**src/pwr_seq_pkg.sv**
```systemverilog
`default_nettype none
package pwr_seq_pkg;
    // ==========================================================
    // clock and timing
    localparam int CLK_PERIOD_PS   = 8000;
    localparam int XTAL_PERIOD_PS  = 83333;
    localparam int XTAL_WARM_XTAL  = 8192;
    localparam int XTAL_WARM_CYC   =
        (XTAL_WARM_XTAL * XTAL_PERIOD_PS + CLK_PERIOD_PS - 1) / CLK_PERIOD_PS;
    localparam int RST_REL_XTAL    = 20;
    localparam int RST_REL_CYC     =
        (RST_REL_XTAL * XTAL_PERIOD_PS) / CLK_PERIOD_PS;
    localparam int SYNC_LAT_CYC    = 4;  // pin change to registered reaction
    localparam int WARN_PERSIST_NS = 10000;
    localparam int WARN_PERSIST_CYC =
        (WARN_PERSIST_NS * 1000 + CLK_PERIOD_PS - 1) / CLK_PERIOD_PS;
    localparam int MON_SETTLE_CYC  = 4;
    localparam int CNT_W           = 20;
    // ==========================================================
    // ring oscillator tick counts
    localparam int TMR_W                  = 16;
    localparam logic [TMR_W-1:0] TICKS_2E11   = 16'h0800;
    localparam logic [TMR_W-1:0] TICKS_2E12   = 16'h1000;
    localparam logic [TMR_W-1:0] TICKS_2E13   = 16'h2000;
    localparam logic [TMR_W-1:0] CHECK_TICKS  = 16'h0003;
    localparam logic [1:0]       MON_ALWAYS   = 2'h0;
    localparam logic [1:0]       MON_2E11     = 2'h1;
    localparam logic [1:0]       MON_2E12     = 2'h2;
    // ==========================================================
    // restart addresses and synchroniser lanes
    localparam logic [15:0] PF_RESUME_ADDR  = 16'h8000;
    localparam logic [15:0] COLD_START_ADDR = 16'h0000;
    localparam int SY_N   = 5;
    localparam int SY_POR = 0;
    localparam int SY_RST = 1;
    localparam int SY_WRN = 2;
    localparam int SY_EXT = 3;
    localparam int SY_IO  = 4;
    typedef enum logic [2:0] {
        ST_OFF, ST_WARM, ST_RUN, ST_STOP,
        ST_STOP_EXIT, ST_PF_WAIT, ST_PF_CHECK, ST_EXT_RST
    } pwr_state_t;
endpackage
`default_nettype wire

```
**src/ring_tmr_if.sv**
```systemverilog
`timescale 1ns/100ps
`default_nettype none
interface ring_tmr_if;
    import pwr_seq_pkg::*;
    logic             load;
    logic             run;
    logic [TMR_W-1:0] limit;
    logic             done;
    modport ctrl  (output load, output run, output limit, input done);
    modport timer (input load, input run, input limit, output done);
endinterface
`default_nettype wire

```
**src/pwr_sequencer.sv**
```systemverilog
`timescale 1ns/100ps
`default_nettype none
// Function
// - stop mode halts the CPU but keeps its state and memories.
// - stop mode ends on I/O interrupt, supply warning or supply failure.
// - wake-up timer counts ring oscillator ticks of 125us, up to about 8s.
// - supply monitor always on in normal operation; only stop may disable it.
// - the stop monitor disable bit resets to 1.
// - disabled monitor in stop detects neither warning nor failure.
// - falling below power-on level always gives a power-on reset.
// - monitor is re-enabled before stop exit completes and code runs.
// - warning found on stop exit sets the supply warning flag.
// - failure found on stop exit puts the CPU into reset.
// - warning held for persist time sets the flag; interrupt if enabled.
// - supply failure resets CPU, turns regulator and crystal off, keeps SRAM.
// - after recovery and warm-up the CPU restarts at address 8000h.
// - below power-on level everything is off and held in reset.
// - failure monitor interval is always-on or 2^11, 2^12, 2^13 ticks.
// - each check runs two ticks, then one more before leaving reset.
// - other resets keep supplies on; release within 20 crystal cycles.
module pwr_sequencer #(
    parameter int WARM_CYC = pwr_seq_pkg::XTAL_WARM_CYC
) (
    // clock and reset
    input  wire logic                           sys_clk,
    input  wire logic                           rstn,
    // analog comparators and ring oscillator
    input  wire logic                           por_ok,
    input  wire logic                           above_reset,
    input  wire logic                           above_warning,
    input  wire logic                           ring_osc,
    // other reset and wake sources
    input  wire logic                           ext_reset_req,
    input  wire logic                           io_wake,
    // software control
    input  wire logic                           stop_req,
    input  wire logic                           mon_dis_wr,
    input  wire logic                           mon_dis_wdata,
    input  wire logic                           wake_timer_en,
    input  wire logic [pwr_seq_pkg::TMR_W-1:0]  wake_interval,
    input  wire logic [1:0]                     monitor_interval_sel,
    input  wire logic                           warning_int_en,
    input  wire logic                           warning_flag_clr,
    // status and control outputs
    output logic                                stop_monitor_disable,
    output logic                                supply_warning_flag,
    output logic                                warning_irq,
    output logic                                cpu_reset,
    output logic                                cpu_halt,
    output logic                                monitor_on,
    output logic                                regulator_on,
    output logic                                xtal_on,
    output logic                                sram_retain,
    output logic [15:0]                         resume_addr
);
    import pwr_seq_pkg::*;
    localparam logic [CNT_W-1:0] WARM_LAST = CNT_W'(WARM_CYC - 1);
    localparam logic [CNT_W-1:0] PERS_LAST = CNT_W'(WARN_PERSIST_CYC - 1);
    localparam logic [CNT_W-1:0] REL_LAST  = CNT_W'(RST_REL_CYC - SYNC_LAT_CYC);
    localparam logic [CNT_W-1:0] SETTLE    = CNT_W'(MON_SETTLE_CYC);
    typedef struct packed {
        pwr_state_t       st;
        logic [SY_N-1:0]  sy1;
        logic [SY_N-1:0]  sy2;
        logic [CNT_W-1:0] cnt;
        logic             tmr_load;
        logic             tmr_run;
        logic [TMR_W-1:0] tmr_limit;
        logic             mon_dis;
        logic             warn_flag;
        logic             warn_irq;
        logic             cpu_reset;
        logic             cpu_halt;
        logic             mon_on;
        logic             reg_on;
        logic             xtal_on;
        logic             sram_ret;
        logic [15:0]      resume_addr;
    } seq_state_t;
    localparam seq_state_t RESET_STATE = '{
        st: ST_OFF, mon_dis: 1'b1, cpu_reset: 1'b1,
        resume_addr: COLD_START_ADDR, default: '0};
    seq_state_t s_r, s_nxt;
    pwr_state_t nst;
    logic       por, rst_ok, wrn_ok, ext, io, stop_mon, tmr_fin;
    ring_tmr_if tmr ();
    ring_timer u_ring_timer (
        .sys_clk  (sys_clk),
        .rstn     (rstn),
        .ring_osc (ring_osc),
        .tmr      (tmr.timer)
    );
    assign tmr.load  = s_r.tmr_load;
    assign tmr.run   = s_r.tmr_run;
    assign tmr.limit = s_r.tmr_limit;
    assign tmr_fin   = tmr.done && !s_r.tmr_load;
    assign por      = s_r.sy2[SY_POR];
    assign rst_ok   = s_r.sy2[SY_RST];
    assign wrn_ok   = s_r.sy2[SY_WRN];
    assign ext      = s_r.sy2[SY_EXT];
    assign io       = s_r.sy2[SY_IO];
    assign stop_mon = !s_r.mon_dis;
    assign stop_monitor_disable = s_r.mon_dis;
    assign supply_warning_flag  = s_r.warn_flag;
    assign warning_irq          = s_r.warn_irq;
    assign cpu_reset            = s_r.cpu_reset;
    assign cpu_halt             = s_r.cpu_halt;
    assign monitor_on           = s_r.mon_on;
    assign regulator_on         = s_r.reg_on;
    assign xtal_on              = s_r.xtal_on;
    assign sram_retain          = s_r.sram_ret;
    assign resume_addr          = s_r.resume_addr;

    // ==========================================================
    // next state
    always_comb begin
        s_nxt          = s_r;
        nst            = s_r.st;
        s_nxt.tmr_load = 1'b0;
        // two-flop synchronisers for the comparator, reset and wake inputs; ring_osc is synchronised in ring_timer
        s_nxt.sy1 = {io_wake, ext_reset_req, above_warning,
                     above_reset, por_ok};
        s_nxt.sy2 = s_r.sy1;
        if (s_r.cnt != '1) begin
            s_nxt.cnt = s_r.cnt + 1'b1;
        end
        if (mon_dis_wr) begin
            s_nxt.mon_dis = mon_dis_wdata;
        end
        if (warning_flag_clr) begin
            s_nxt.warn_flag = 1'b0;
        end
        unique case (s_r.st)
            ST_OFF:       nst = ST_WARM;
            ST_WARM: begin
                if (s_r.cnt >= WARM_LAST && rst_ok) begin
                    nst = ST_RUN;
                end
            end
            ST_RUN: begin
                if (!rst_ok) begin
                    nst = ST_PF_WAIT;
                end else if (ext) begin
                    nst = ST_EXT_RST;
                end else if (stop_req) begin
                    nst = ST_STOP;
                end else if (wrn_ok) begin
                    s_nxt.cnt = '0;
                end else if (s_r.cnt == PERS_LAST) begin
                    s_nxt.warn_flag = 1'b1;
                end
            end
            ST_STOP: begin
                if (stop_mon && !rst_ok) begin
                    nst = ST_PF_WAIT;
                end else if (ext) begin
                    nst = ST_EXT_RST;
                end else if ((stop_mon && !wrn_ok) || io ||
                             (s_r.tmr_run && tmr_fin)) begin
                    nst = ST_STOP_EXIT;
                end
            end
            ST_STOP_EXIT: begin
                if (s_r.cnt >= WARM_LAST && s_r.cnt >= SETTLE) begin
                    if (!rst_ok) begin
                        nst = ST_PF_WAIT;
                    end else begin
                        nst = ST_RUN;
                        if (!wrn_ok) begin
                            s_nxt.warn_flag = 1'b1;
                        end
                    end
                end
            end
            ST_PF_WAIT: begin
                if (monitor_interval_sel == MON_ALWAYS || tmr_fin) begin
                    nst = ST_PF_CHECK;
                end
            end
            ST_PF_CHECK: begin
                if (s_r.cnt >= SETTLE && !rst_ok) begin
                    nst = ST_PF_WAIT;
                end else if (tmr_fin) begin
                    nst = ST_WARM;
                    s_nxt.resume_addr = PF_RESUME_ADDR;
                end
            end
            ST_EXT_RST: begin
                if (!rst_ok) begin
                    nst = ST_PF_WAIT;
                end else if (ext) begin
                    s_nxt.cnt = '0;
                end else if (s_r.cnt >= REL_LAST) begin
                    nst = ST_RUN;
                end
            end
        endcase
        if (!por) begin
            nst = ST_OFF;
            s_nxt.resume_addr = COLD_START_ADDR;
        end
        if (nst != s_r.st) begin
            s_nxt.st       = nst;
            s_nxt.cnt      = '0;
            s_nxt.tmr_load = 1'b1;
        end
        // ring timer use per state
        s_nxt.tmr_run   = 1'b0;
        s_nxt.tmr_limit = CHECK_TICKS;
        if (nst == ST_STOP) begin
            s_nxt.tmr_run   = wake_timer_en && (wake_interval != '0);
            s_nxt.tmr_limit = wake_interval;
        end else if (nst == ST_PF_WAIT) begin
            s_nxt.tmr_run   = 1'b1;
            s_nxt.tmr_limit = (monitor_interval_sel == MON_2E11) ? TICKS_2E11 :
                              (monitor_interval_sel == MON_2E12) ? TICKS_2E12 :
                              TICKS_2E13;
        end else if (nst == ST_PF_CHECK) begin
            s_nxt.tmr_run   = 1'b1;
        end
        // supplies and CPU controls follow the coming state
        s_nxt.cpu_reset = nst inside {ST_OFF, ST_WARM, ST_PF_WAIT,
                                      ST_PF_CHECK, ST_EXT_RST};
        s_nxt.cpu_halt  = nst inside {ST_STOP, ST_STOP_EXIT};
        s_nxt.reg_on    = nst inside {ST_WARM, ST_RUN, ST_STOP_EXIT,
                                      ST_EXT_RST};
        s_nxt.xtal_on   = s_nxt.reg_on;
        s_nxt.sram_ret  = nst inside {ST_STOP, ST_STOP_EXIT, ST_PF_WAIT,
                                      ST_PF_CHECK};
        if (nst == ST_OFF) begin
            s_nxt.mon_on = 1'b0;
        end else if (nst == ST_STOP) begin
            s_nxt.mon_on = !s_nxt.mon_dis;
        end else if (nst == ST_PF_WAIT) begin
            s_nxt.mon_on = (monitor_interval_sel == MON_ALWAYS);
        end else begin
            s_nxt.mon_on = 1'b1;
        end
        s_nxt.warn_irq = s_nxt.warn_flag && warning_int_en;
    end
    always_ff @(posedge sys_clk or negedge rstn) begin
        if (!rstn) begin
            s_r <= RESET_STATE;
        end else begin
            s_r <= s_nxt;
        end
    end
    // ==========================================================
    // checks
    chk_por_forces_off: assert property (@(posedge sys_clk)
        disable iff (!rstn) !por |=> (s_r.st == ST_OFF && !s_r.reg_on &&
        !s_r.xtal_on && !s_r.mon_on && s_r.cpu_reset))
        else $error("power-on loss did not force full reset");
    chk_stop_halts_cpu: assert property (@(posedge sys_clk)
        disable iff (!rstn) s_r.st == ST_STOP |->
        (s_r.cpu_halt && !s_r.cpu_reset && s_r.sram_ret))
        else $error("stop mode lost cpu state");
    chk_stop_ignores_mon: assert property (@(posedge sys_clk)
        disable iff (!rstn) (s_r.st == ST_STOP && s_r.mon_dis && por)
        |=> s_r.st != ST_PF_WAIT)
        else $error("disabled monitor caused failure reset");
    chk_monitor_in_run: assert property (@(posedge sys_clk)
        disable iff (!rstn) s_r.st == ST_RUN |-> s_r.mon_on)
        else $error("monitor off in normal operation");
    chk_warn_persist: assert property (@(posedge sys_clk)
        disable iff (!rstn) ($rose(s_r.warn_flag) &&
        $past(s_r.st) == ST_RUN) |-> $past(s_r.cnt) == PERS_LAST)
        else $error("warning flag set before persist time");
    chk_pf_supplies_off: assert property (@(posedge sys_clk)
        disable iff (!rstn) s_r.st == ST_PF_WAIT |->
        (s_r.cpu_reset && !s_r.reg_on && !s_r.xtal_on && s_r.sram_ret))
        else $error("failure reset state wrong");
    chk_pf_resume_addr: assert property (@(posedge sys_clk)
        disable iff (!rstn) (s_r.st == ST_PF_CHECK && por)
        ##1 s_r.st == ST_WARM |-> s_r.resume_addr == PF_RESUME_ADDR)
        else $error("recovery address wrong");
    chk_warm_hold: assert property (@(posedge sys_clk)
        disable iff (!rstn) ($fell(s_r.cpu_reset) &&
        $past(s_r.st) == ST_WARM) |-> $past(s_r.cnt) >= WARM_LAST)
        else $error("reset released before warm-up");
    chk_ext_release: assert property (@(posedge sys_clk)
        disable iff (!rstn) (s_r.st == ST_EXT_RST && !ext && rst_ok &&
        por && s_r.cnt >= REL_LAST) |=> (!s_r.cpu_reset && s_r.reg_on))
        else $error("other reset not released in time");
    chk_exit_to_reset: assert property (@(posedge sys_clk)
        disable iff (!rstn) (s_r.st == ST_STOP_EXIT && s_r.cnt >= WARM_LAST
        && s_r.cnt >= SETTLE && !rst_ok && por) |=>
        (s_r.st == ST_PF_WAIT && s_r.cpu_reset))
        else $error("failure on stop exit did not reset");
    chk_exit_monitor: assert property (@(posedge sys_clk)
        disable iff (!rstn) s_r.st == ST_STOP_EXIT |-> s_r.mon_on)
        else $error("monitor not enabled on stop exit");
    chk_check_not_short: assert property (@(posedge sys_clk)
        disable iff (!rstn) (s_r.st == ST_PF_CHECK && s_r.tmr_load) |=>
        s_r.st != ST_WARM) else $error("recovery check window skipped");
endmodule // pwr_sequencer
`default_nettype wire

```
**src/ring_timer.sv**
```systemverilog
`timescale 1ns/100ps
`default_nettype none
module ring_timer (
    // clock and reset
    input  wire logic    sys_clk,
    input  wire logic    rstn,
    // ring oscillator pin
    input  wire logic    ring_osc,
    // control from sequencer
    ring_tmr_if.timer    tmr
);
    import pwr_seq_pkg::*;
    typedef struct packed {
        logic [2:0]       sy;
        logic [TMR_W-1:0] cnt;
        logic             done;
    } tmr_state_t;
    tmr_state_t s_r, s_nxt;
    logic       rise;

    assign rise     = s_r.sy[1] & ~s_r.sy[2];
    assign tmr.done = s_r.done;

    // ==========================================================
    // tick counter
    always_comb begin
        s_nxt       = s_r;
        s_nxt.sy[0] = ring_osc;
        s_nxt.sy[1] = s_r.sy[0];
        s_nxt.sy[2] = s_r.sy[1];
        if (tmr.load) begin
            s_nxt.cnt  = '0;
            s_nxt.done = 1'b0;
        end else if (tmr.run && rise && !s_r.done) begin
            s_nxt.cnt = s_r.cnt + 1'b1;
            if (s_nxt.cnt == tmr.limit) begin
                s_nxt.done = 1'b1;
            end
        end
    end

    always_ff @(posedge sys_clk or negedge rstn) begin
        if (!rstn) begin
            s_r <= '0;
        end else begin
            s_r <= s_nxt;
        end
    end
endmodule // ring_timer
`default_nettype wire

```
**config.mk**
```make
export PLATFORM = sky130hd
export DESIGN_NAME = pwr_sequencer
export DESIGN_NICKNAME = d
export VERILOG_FILES = /design/src/pwr_seq_pkg.sv /design/src/ring_tmr_if.sv /design/src/pwr_sequencer.sv /design/src/ring_timer.sv
export SDC_FILE = /design/constraint.sdc
export NUM_CORES = 1
export LEC_CHECK = 0
export BUFFER_PORTS_ARGS = -buffer_cell sky130_fd_sc_hd__buf_4
export CAP_MARGIN = 20
export CORE_ASPECT_RATIO = 1.75
export CORE_MARGIN = 2
export CORE_UTILIZATION = 44
export CTS_CLUSTER_DIAMETER = 100
export DETAILED_ROUTE_END_ITERATION = 10
export GPL_TIMING_DRIVEN = 0
export SYNTH_ARGS = -nofsm -noshare
export SYNTH_HDL_FRONTEND = slang
export SYNTH_SLANG_ARGS = --single-unit
```
**constraint.sdc**
```tcl
create_clock -name sys_clk -period 2.5 [get_ports sys_clk]
set_input_delay 0.25 -clock sys_clk [delete_from_list [all_inputs] [get_ports sys_clk]]
set_output_delay 0.25 -clock sys_clk [all_outputs]
set_load 0.02 [all_outputs]
```
==> flow_metrics.tcl, run 1 <==
set metrics [dict create \
    status "finished, final reports clean" \
    fin_util_pct 58.44 \
    synthCells 469 \
    cp-startpoint "rst_ok$_DFF_PN0_" \
    synthesis.area_um2 4639 \
    synth_edf_count 0 \
    synth_area_per_cell_um2 9.892 \
    clockRootBuffer "clkbuf_16" \
    path_clk_slew_ns 0.06 \
    async_flop_share_pct 100.0 \
    rr_startpoint "rst_ok$_DFF_PN0_" \
    clock_latency_ns 0.34 \
    synthFlopType "dfrtp_1" \
    die_x_um 81.62 \
    slowest_delay_ns 0.33 \
    drt-initial-drc-count 145 \
    cts_tree "done" \
    ant_nets 0 \
    yosysTopAreaCellShare_pct 42.07 \
    cts.path.max_buffers 2 \
    crit_path_start_kind "register" \
    vias 3859 \
    cap_violations 0 \
    gp_congestion 0.8816 \
    crit_chain "buf_2 > nor3b_1 > o22ai_1 > a221oi_2 > o311ai_4 > o211ai_1 > o311ai_4 > buf_4 > buf_6 > nor3_2" \
    max_freq_ghz 0.4032 \
    powerDensity_nw_per_um2 530.9 \
    grt_pass1_vias 3826 \
    worst_pin_slew_ns 0.5355 \
    hold_violations 0 \
    slew_headroom_pct 64.30 \
    whs_ns 0.01128 \
    start_util_pct 45.04 \
    place_area_um2 5159 \
    pin_count 57 \
    yosysTopAreaCell "dfrtp_1" \
    path_common_cell "o311ai_4" \
    overflow 0 \
    ys_seq_elements 80 \
    min_period_ns 2.480 \
    die-area_um2 11410 \
    finalCritPeriodShare_pct 99.21 \
    vdd_ir_drop_max_mv 0.3746 \
    ctsHtreeMaxLevel 3 \
    synthTopCellsByArea "dfrtp_1, xnor2_1, nor3_2, xor2_1, buf_4" \
    syn2layout_area_growth_pct 29.75 \
    die_y_um 139.8 \
    grt_pass1_wl_mm 18.55 \
    cp-end-kind "register" \
    vias_per_cell 5.585 \
    hp-class "input port to register" \
    firstDrtPassIters 4 \
    track_usage_pct 21.50 \
    clock_sinks 80 \
    fin_skew_ns 0.006253 \
    required_ns 2.76 \
    grt_max_degree 81 \
    cp.arrival_ns 2.74 \
    nets 598 \
    setup_viol 0 \
    critical_path_class "register to register" \
    numCtsBuffers 9 \
    dp_hpwl_mm 8.566 \
    drive_above_1_share_pct 32.45 \
    synth_warnings 0 \
    seq_area_frac_synth_pct 43.20 \
    wire_per_inst_um 17.61 \
    synthDistinctLibCells 69 \
    antenna_found_initial 0 \
    finalPower_mw 3.196 \
    worstHoldStart "ring_osc" \
    cp_max_fo 9 \
    n_antenna_cell 0 \
    slew_violations 0 \
    leakage_nw 2.603 \
    io_buffers 41 \
    wirelength_mm 12.17 \
    core_area_um2 10300 \
    placementRows 49 \
    rsz0062_at_grt "true" \
    final_area_um2 6020 \
    route.detailed.drc 0 \
    crit_slowest_cell "dfrtp_1" \
]
## critical path, delay by kind of cell, from the launching register on
| family | cells | cell delay (ns) |
|---|---|---|
| compound gates | 5 | 1.13 |
| buf+inv | 3 | 0.55 |
| simple gates | 2 | 0.39 |
| flops | 1 | 0.33 |
## cell usage after synthesis, types with 3 or more instances
master     number
buf_4          19
o21ai_0        10
mux2i_1         3
o2bb2ai_1       3
xor2_1         18
nor2_1         36
nand2b_1        9
xnor2_1        36
nor3b_1         4
and2_1          5
nor4_1         12
or3_1           5
nand2_1        29
or2_2           3
ha_1            7
a21oi_1        11
clkbuf_1        6
nor3_2         23
nand3_1        18
buf_2          10
nand4_1        11
dfrtp_1        78
a32oi_1         3
and3_1         15
nor3_1         10
buf_6           3
inv_1          19
a21o_1          5
o211ai_1        4
## where the power goes
part           switching (mW)  internal [mW]  leakage (nW)  total (mW)
logic                   0.294          0.207          1.40       0.501
clock network           0.517          0.798         0.145        1.32
registers              0.0403           1.34          1.06        1.38
total                   0.851           2.34          2.60        3.20
## logic make-up after synthesis
| family | Yosys count | synth area share [%] |
|---|---|---|
| AO/OA/AOI/OAI | 74 | 12.49 |
| XOR/XNOR | 54 | 10.19 |
| adder cells (fa/ha/maj) | 7 | 1.888 |
| buffers and inverters | 57 | 6.904 |
| flip-flops | 80 | 43.20 |
| multiplexers | 5 | 1.133 |
| other | 1 | 0.08083 |
| AND/OR/NAND/NOR | 191 | 24.11 |
## worst paths after layout
kind | end | slack [ns] | cells past startpoint
worst max-delay path | s_r[45]$_DFF_PN0_ | 0.02 | 10
worst min-delay path | u_ring_timer.s_nxt[18]$_DFF_PN0_ | 0.01 | 1
worst max register to register | s_r[45]$_DFF_PN0_ | 0.02 | 10
worst min register to register | io$_DFF_PN0_ | 0.35 | 0
max in group asynchronous | cpu_reset$_DFF_PN1_ | 1.49 | 3
min in group asynchronous | u_ring_timer.s_r[2]$_DFFE_PN0P_ | 0.36 | 2
## flip-flops by register name, indices dropped and copies added, names as in the netlist
register and cells:
xtal_on 1, stop_monitor_disable 1, warning_irq 1, tmr.run 1, monitor_on 1, supply_warning_flag 1
s_r 24, sram_retain 1, u_ring_timer.tmr.done 1, io 1, por 1, tmr.load 1
s_nxt 5, resume_addr 1, cpu_halt 1, u_ring_timer.s_r 17, u_ring_timer.s_nxt 2, rst_ok 1
cpu_reset 1, ext 1, tmr.limit 16
## repair_timing
item	4_1_cts	5_1_grt
resized for setup	19	56
hold buffers	0	3
pin swaps	4	29
endpoints found under the setup margin	40	41
setup buffers	4	14
hold endpoints to repair	0	26
cloned	0	2
## through the flow
stage	cells	setup TNS (ns)	setup slack, ns
2_1_floorplan	483	0	0.2969
3_3_place_gp	651	-2.313	-0.3631
3_5_place_dp	651	-2.935	-0.3968
4_1_cts	671	0	0.006862
5_1_grt	691	-0.6024	-0.05469
6_report	691	0	0.01985
## cell usage in the layout, fill, tap and decap left out, types with 9 or more instances in the layout
cell type,instances
nand4_1,11
xor2_1,18
xnor2_1,36
inv_1,18
nor3_1,9
buf_4,76
conb_1,15
nor2_1,32
a21oi_1,10
o21ai_0,10
clkbuf_16,9
nand3_1,17
dfrtp_1,76
and3_1,15
nor3_2,16
nand2_1,27
## area by class of cell
type                       instances  area, µm²
timing repair buffer              65      520.5
tap                              127      158.9
sequential                        80       2007
multi-input combinational        346       2681
clock inverter                     5      56.30
inverter                          19      71.32
buffer                            38      281.5
fill                             922       4280
clock buffer                      11      242.7
## routing by layer
metal / up-vias / global-route usage (%) / wire length, µm
met5: - / 0 / 0
li1: 1817 / - / -
met2: 72 / 41.42 / 7160
met1: 1932 / 20.76 / 4224
met4: 0 / 9.649 / 485
met3: 38 / 4.410 / 296
Note: power is estimated with default switching activity, not from simulation.
==> run 2: changes to the inputs <==
Settings changed: ABC_AREA set to 0.
Clock period 2.5 ns to 2.7 ns, I/O delays scaled along.
==> flow_metrics.tcl, run 2 (synthesized netlist as in run 1, its figures left out) <==
set metrics [dict create \
    slowest_delay_ns 0.46 \
    ant_nets 0 \
    vias 3725 \
    clock_latency_ns 0.34 \
    core_area_um2 10300 \
    fin_skew_ns 0.006510 \
    place_area_um2 5159 \
    switching_share_pct 26.02 \
    top_register "s_r" \
    nets 576 \
    cp.arrival_ns 2.78 \
    cp_max_fo 10 \
    min_period_ns 2.564 \
    path_clk_slew_ns 0.06 \
    crit_path_start_kind "register" \
    share_comb_of_total_power_pct 13.5 \
    track_usage_pct 21.18 \
    worst_pin_slew_ns 0.8040 \
    numCtsBuffers 9 \
    overflow 0 \
    wire_per_inst_um 17.04 \
    wirelength_mm 11.40 \
    vdd_ir_drop_max_mv 0.3405 \
    dp_hpwl_mm 8.566 \
    route.detailed.drc 0 \
    crit_slowest_cell "dfrtp_1" \
    internal_power_mw 2.126 \
    path_common_cell "nor3_4" \
    hold_violations 0 \
    largest_register_ffs 24 \
    start_util_pct 45.04 \
    grt_pass1_wl_mm 18.31 \
    vias_per_cell 5.568 \
    ctsHtreeMaxLevel 3 \
    clockRootBuffer "clkbuf_16" \
    leakage_nw 2.468 \
    finalCritPeriodShare_pct 94.97 \
    die_x_um 81.62 \
    syn2layout_area_growth_pct 20.87 \
    max_freq_ghz 0.3900 \
    die_y_um 139.8 \
    firstDrtPassIters 4 \
    grt_pass1_vias 3767 \
    crit_chain "nor3_4 > nand4_1 > nor4_4 > nor3_4 > and2_1 > o311ai_2 > buf_4 > nor3_2" \
    cts_tree "done" \
    placementRows 49 \
    cts.path.max_buffers 2 \
    finalPower_mw 2.874 \
    final_common_cell "dfrtp_1" \
    switching_power_mw 0.7478 \
    die-area_um2 11410 \
    required_ns 2.92 \
    drt-initial-drc-count 173 \
    final_area_um2 5608 \
    grt_max_degree 81 \
    cap_violations 0 \
    power_frac_clock_pct 42.2 \
    io_buffers 41 \
    cp_top_family "simple AND/OR/NAND/NOR gates" \
    path_buf_inv 1 \
    status "finished, final reports clean" \
    clock_sinks 80 \
    layout_common_cells "dfrtp_1, buf_4, xnor2_1" \
    setup_viol 0 \
    gp_congestion 0.8816 \
    antenna_found_initial 0 \
    n_antenna_cell 0 \
    power_frac_seq_pct 44.4 \
    slew_headroom_pct 45.70 \
    pin_count 57 \
    critical_path_class "register to register" \
    slew_violations 0 \
    hp-class "input port to register" \
    powerDensity_nw_per_um2 512.5 \
    cp-end-kind "register" \
    drive_above_1_share_pct 25.65 \
]
## run 2: cell types whose count changed in the layout (fill, tap and decap cells not counted), sizes merged
cell | before | now
dlygate4sd3 | 3 | 1
clkbuf | 19 | 17
buf | 92 | 74
## run 2: timing repair
item | CTS | global route
pin swaps | 0 | 2
hold endpoints to repair | 0 | 24
buffers inserted | 0 | 0
endpoints found under the setup margin | 1 | 40
hold buffers | 0 | 1
resized for setup | 1 | 15
## run 2: worst reg2reg max path: stages (launching register included)
cell	delay (ns)
dfrtp_1	0.46
nor3_4	0.28
nand4_1	0.32
nor4_4	0.39
nor3_4	0.10
and2_1	0.19
o311ai_2	0.35
buf_4	0.29
nor3_2	0.07
## run 2: area by class of cell
class	instances	area, µm²
clock buffers	11	242.7
plain buffers	38	249.0
repair buffers	43	345.3
well taps	127	158.9
clock inverters	5	56.30
inverters	19	71.32
flip-flops and latches	80	2004
multi-input cells	346	2480
fillers	969	4692
## run 2: worst paths after layout
| path | slack, ns | cells after the start | to | start |
|---|---|---|---|---|
| min in group asynchronous | 0.39 | 2 | u_ring_timer.s_r[3]$_DFFE_PN0P_ | rstn |
| min | 0.03 | 1 | s_nxt[65]$_DFF_PN0_ | above_warning |
| max reg2reg | 0.14 | 8 | s_r[49]$_DFF_PN0_ | s_r[58]$_DFF_PN0_ |
| max | 0.14 | 8 | s_r[49]$_DFF_PN0_ | s_r[58]$_DFF_PN0_ |
| max in group asynchronous | 1.66 | 3 | cpu_reset$_DFF_PN1_ | rstn |
| min reg2reg | 0.35 | 0 | rst_ok$_DFF_PN0_ | s_nxt[64]$_DFF_PN0_ |
## run 2: per-stage QoR
stage / setup WS (ns) / util [%] / hold WS [ns] / setup TNS (ns) / cells
floorplan: 0.4969 / - / -0.02559 / 0 / 483
global placement: -0.1631 / 50.09 / 0.3346 / -0.1631 / 651
detailed placement: -0.1968 / 50.09 / 0.3358 / -0.1968 / 651
CTS: 0.01169 / 53.05 / 0.02328 / 0 / 667
global route: -0.01263 / 54.45 / 0.02090 / -0.01263 / 669
finish: 0.1359 / 54.45 / 0.03470 / 0 / 669
## run 2: power groups by stage
stage                     clock (mW)  combinational, mW  sequential [mW]
after detailed placement           0              0.374             1.30
final                           1.21              0.387             1.28
after floorplan                    0              0.233             1.29
after CTS                       1.25              0.375             1.27
after global routing            1.30              0.430             1.28
after global placement             0              0.368             1.30
## run 2: layer usage
layer | up-vias | track usage [%] | part of all wire (%)
met2 | 76 | 40.29 | 59
met5 | - | 0 | 0
met3 | 36 | 3.696 | 2.7
met1 | 1844 | 20.54 | 34
met4 | 0 | 11.23 | 4.2
li1 | 1769 | - | -
==> run 3: changes to the inputs <==
Settings changed: CELL_PAD_IN_SITES_DETAIL_PLACEMENT set to 0, CELL_PAD_IN_SITES_GLOBAL_PLACEMENT set to 1, CORE_UTILIZATION 44 to 45, PLACE_DENSITY_LB_ADDON set to 0.1.
==> flow_metrics.tcl, run 3 (synthesized netlist as in run 1, its figures left out) <==
set metrics [dict create \
    status "finished, final reports clean" \
    layout_common_cells "dfrtp_1, buf_4, xnor2_1" \
    start_util_pct 45.59 \
    die_y_um 138.3 \
    finalPower_mw 2.991 \
    min_period_ns 2.579 \
    fin_util_pct 55.56 \
    cp-end-kind "register" \
    numCtsBuffers 9 \
    route.detailed.drc 0 \
    final_area_um2 5654 \
    leakage_nw 2.491 \
    top_register "s_r" \
    n_antenna_cell 0 \
    critical_path_class "register to register" \
    io_buffers 41 \
    ant_nets 0 \
    die-area_um2 11170 \
    fillers 963 \
    setup_viol 0 \
    max_freq_ghz 0.3878 \
    cp.arrival_ns 2.80 \
    track_usage_pct 22.22 \
    cts_tree "done" \
    final_common_cell "dfrtp_1" \
    slew_violations 0 \
    wire_per_inst_um 17.61 \
    grt_pass1_vias 3760 \
    die_x_um 80.76 \
    powerDensity_nw_per_um2 529.0 \
    cp_max_fo 10 \
    whs_ns 0.03635 \
    clock_latency_ns 0.34 \
    worst_pin_slew_ns 0.5566 \
    drive_above_1_share_pct 26.47 \
    grt_pass1_wl_mm 18.59 \
    gp_congestion 0.8525 \
    hp-class "input port to register" \
    finalCritPeriodShare_pct 95.51 \
    fin_skew_ns 0.005522 \
    slew_headroom_pct 62.49 \
    vias 3728 \
    hold_violations 0 \
    core_area_um2 10180 \
    clock_sinks 80 \
    vdd_ir_drop_max_mv 0.3996 \
    clockRootBuffer "clkbuf_16" \
    ctsHtreeMaxLevel 3 \
    pre_cts_slack_ns -0.1499 \
    nets 578 \
    required_ns 2.92 \
    overflow 0 \
    grt_max_degree 81 \
    largest_register_ffs 24 \
    place_area_um2 5159 \
    path_clk_slew_ns 0.06 \
    syn2layout_area_growth_pct 21.87 \
    dp_hpwl_mm 8.903 \
    vias_per_cell 5.556 \
    crit_path_start_kind "register" \
    wirelength_mm 11.82 \
    cap_violations 0 \
    antenna_found_initial 0 \
    setup_ws_ns 0.1213 \
    pin_count 57 \
    r2r_slack_ns 0.12 \
    placementRows 49 \
    firstDrtPassIters 4 \
    cts.path.max_buffers 2 \
    drt-initial-drc-count 125 \
]
[run 3: per-layer routing]
| metal | vias up | global-route usage [%] | routed length [µm] |
|---|---|---|---|
| met5 | - | 0 | 0 |
| met4 | 0 | 14.01 | 521 |
| met3 | 39 | 4.047 | 335 |
| met2 | 78 | 41.49 | 6946 |
| met1 | 1836 | 21.27 | 4015 |
| li1 | 1775 | - | - |
[run 3: final cells by class]
type / instances / area, µm² / share of cell area (%)
Buffer: 38 / 249.0 / 4.404
Clock inverter: 3 / 65.06 / 1.151
Timing Repair Buffer: 45 / 360.3 / 6.373
Tap cell: 127 / 158.9 / 2.810
Clock buffer: 13 / 260.3 / 4.603
Inverter: 19 / 71.32 / 1.261
Multi-Input combinational cell: 346 / 2485 / 43.95
Sequential cell: 80 / 2004 / 35.45
[run 3: critical path, cell delays in order (launching register included)]
cell and delay [ns]:
dfrtp_1 0.46, nor3_4 0.28, nand4_1 0.12, buf_4 0.17, nor4_2 0.38, nor3_4 0.12
and2_1 0.20, o311ai_2 0.36, buf_4 0.29, nor3_2 0.07
[run 3: worst paths after layout]
kind / startpoint / endpoint / cells after the start
min in group asynchronous: rstn / u_ring_timer.s_r[1]$_DFFE_PN0P_ / 2
worst max register to register: s_r[58]$_DFF_PN0_ / s_r[52]$_DFF_PN0_ / 9
worst max-delay path: s_r[58]$_DFF_PN0_ / s_r[52]$_DFF_PN0_ / 9
max in group asynchronous: rstn / cpu_reset$_DFF_PN1_ / 3
worst min register to register: s_nxt[63]$_DFF_PN0_ / por$_DFF_PN0_ / 0
worst min-delay path: above_warning / s_nxt[65]$_DFF_PN0_ / 1
[run 3: power by group]
part | internal, mW | total [mW] | switching (mW)
Sequential | 1.24 | 1.28 | 0.0360
Clock | 0.859 | 1.33 | 0.468
Combinational | 0.150 | 0.389 | 0.239
Total | 2.25 | 2.99 | 0.743
[run 3: stage by stage]
step | setup TNS (ns) | cells
floorplan | 0 | 483
global placement | -0.2198 | 651
detailed placement | -0.2694 | 651
CTS | -0.001101 | 667
global route | -0.08335 | 671
finish | 0 | 671
[run 3: what timing repair did]
action	4_1_cts	5_1_grt
hold endpoints to repair	0	24
setup buffers	0	2
setup endpoints to repair	13	39
pin swaps	0	1
hold buffers	0	1
resized for setup	7	11
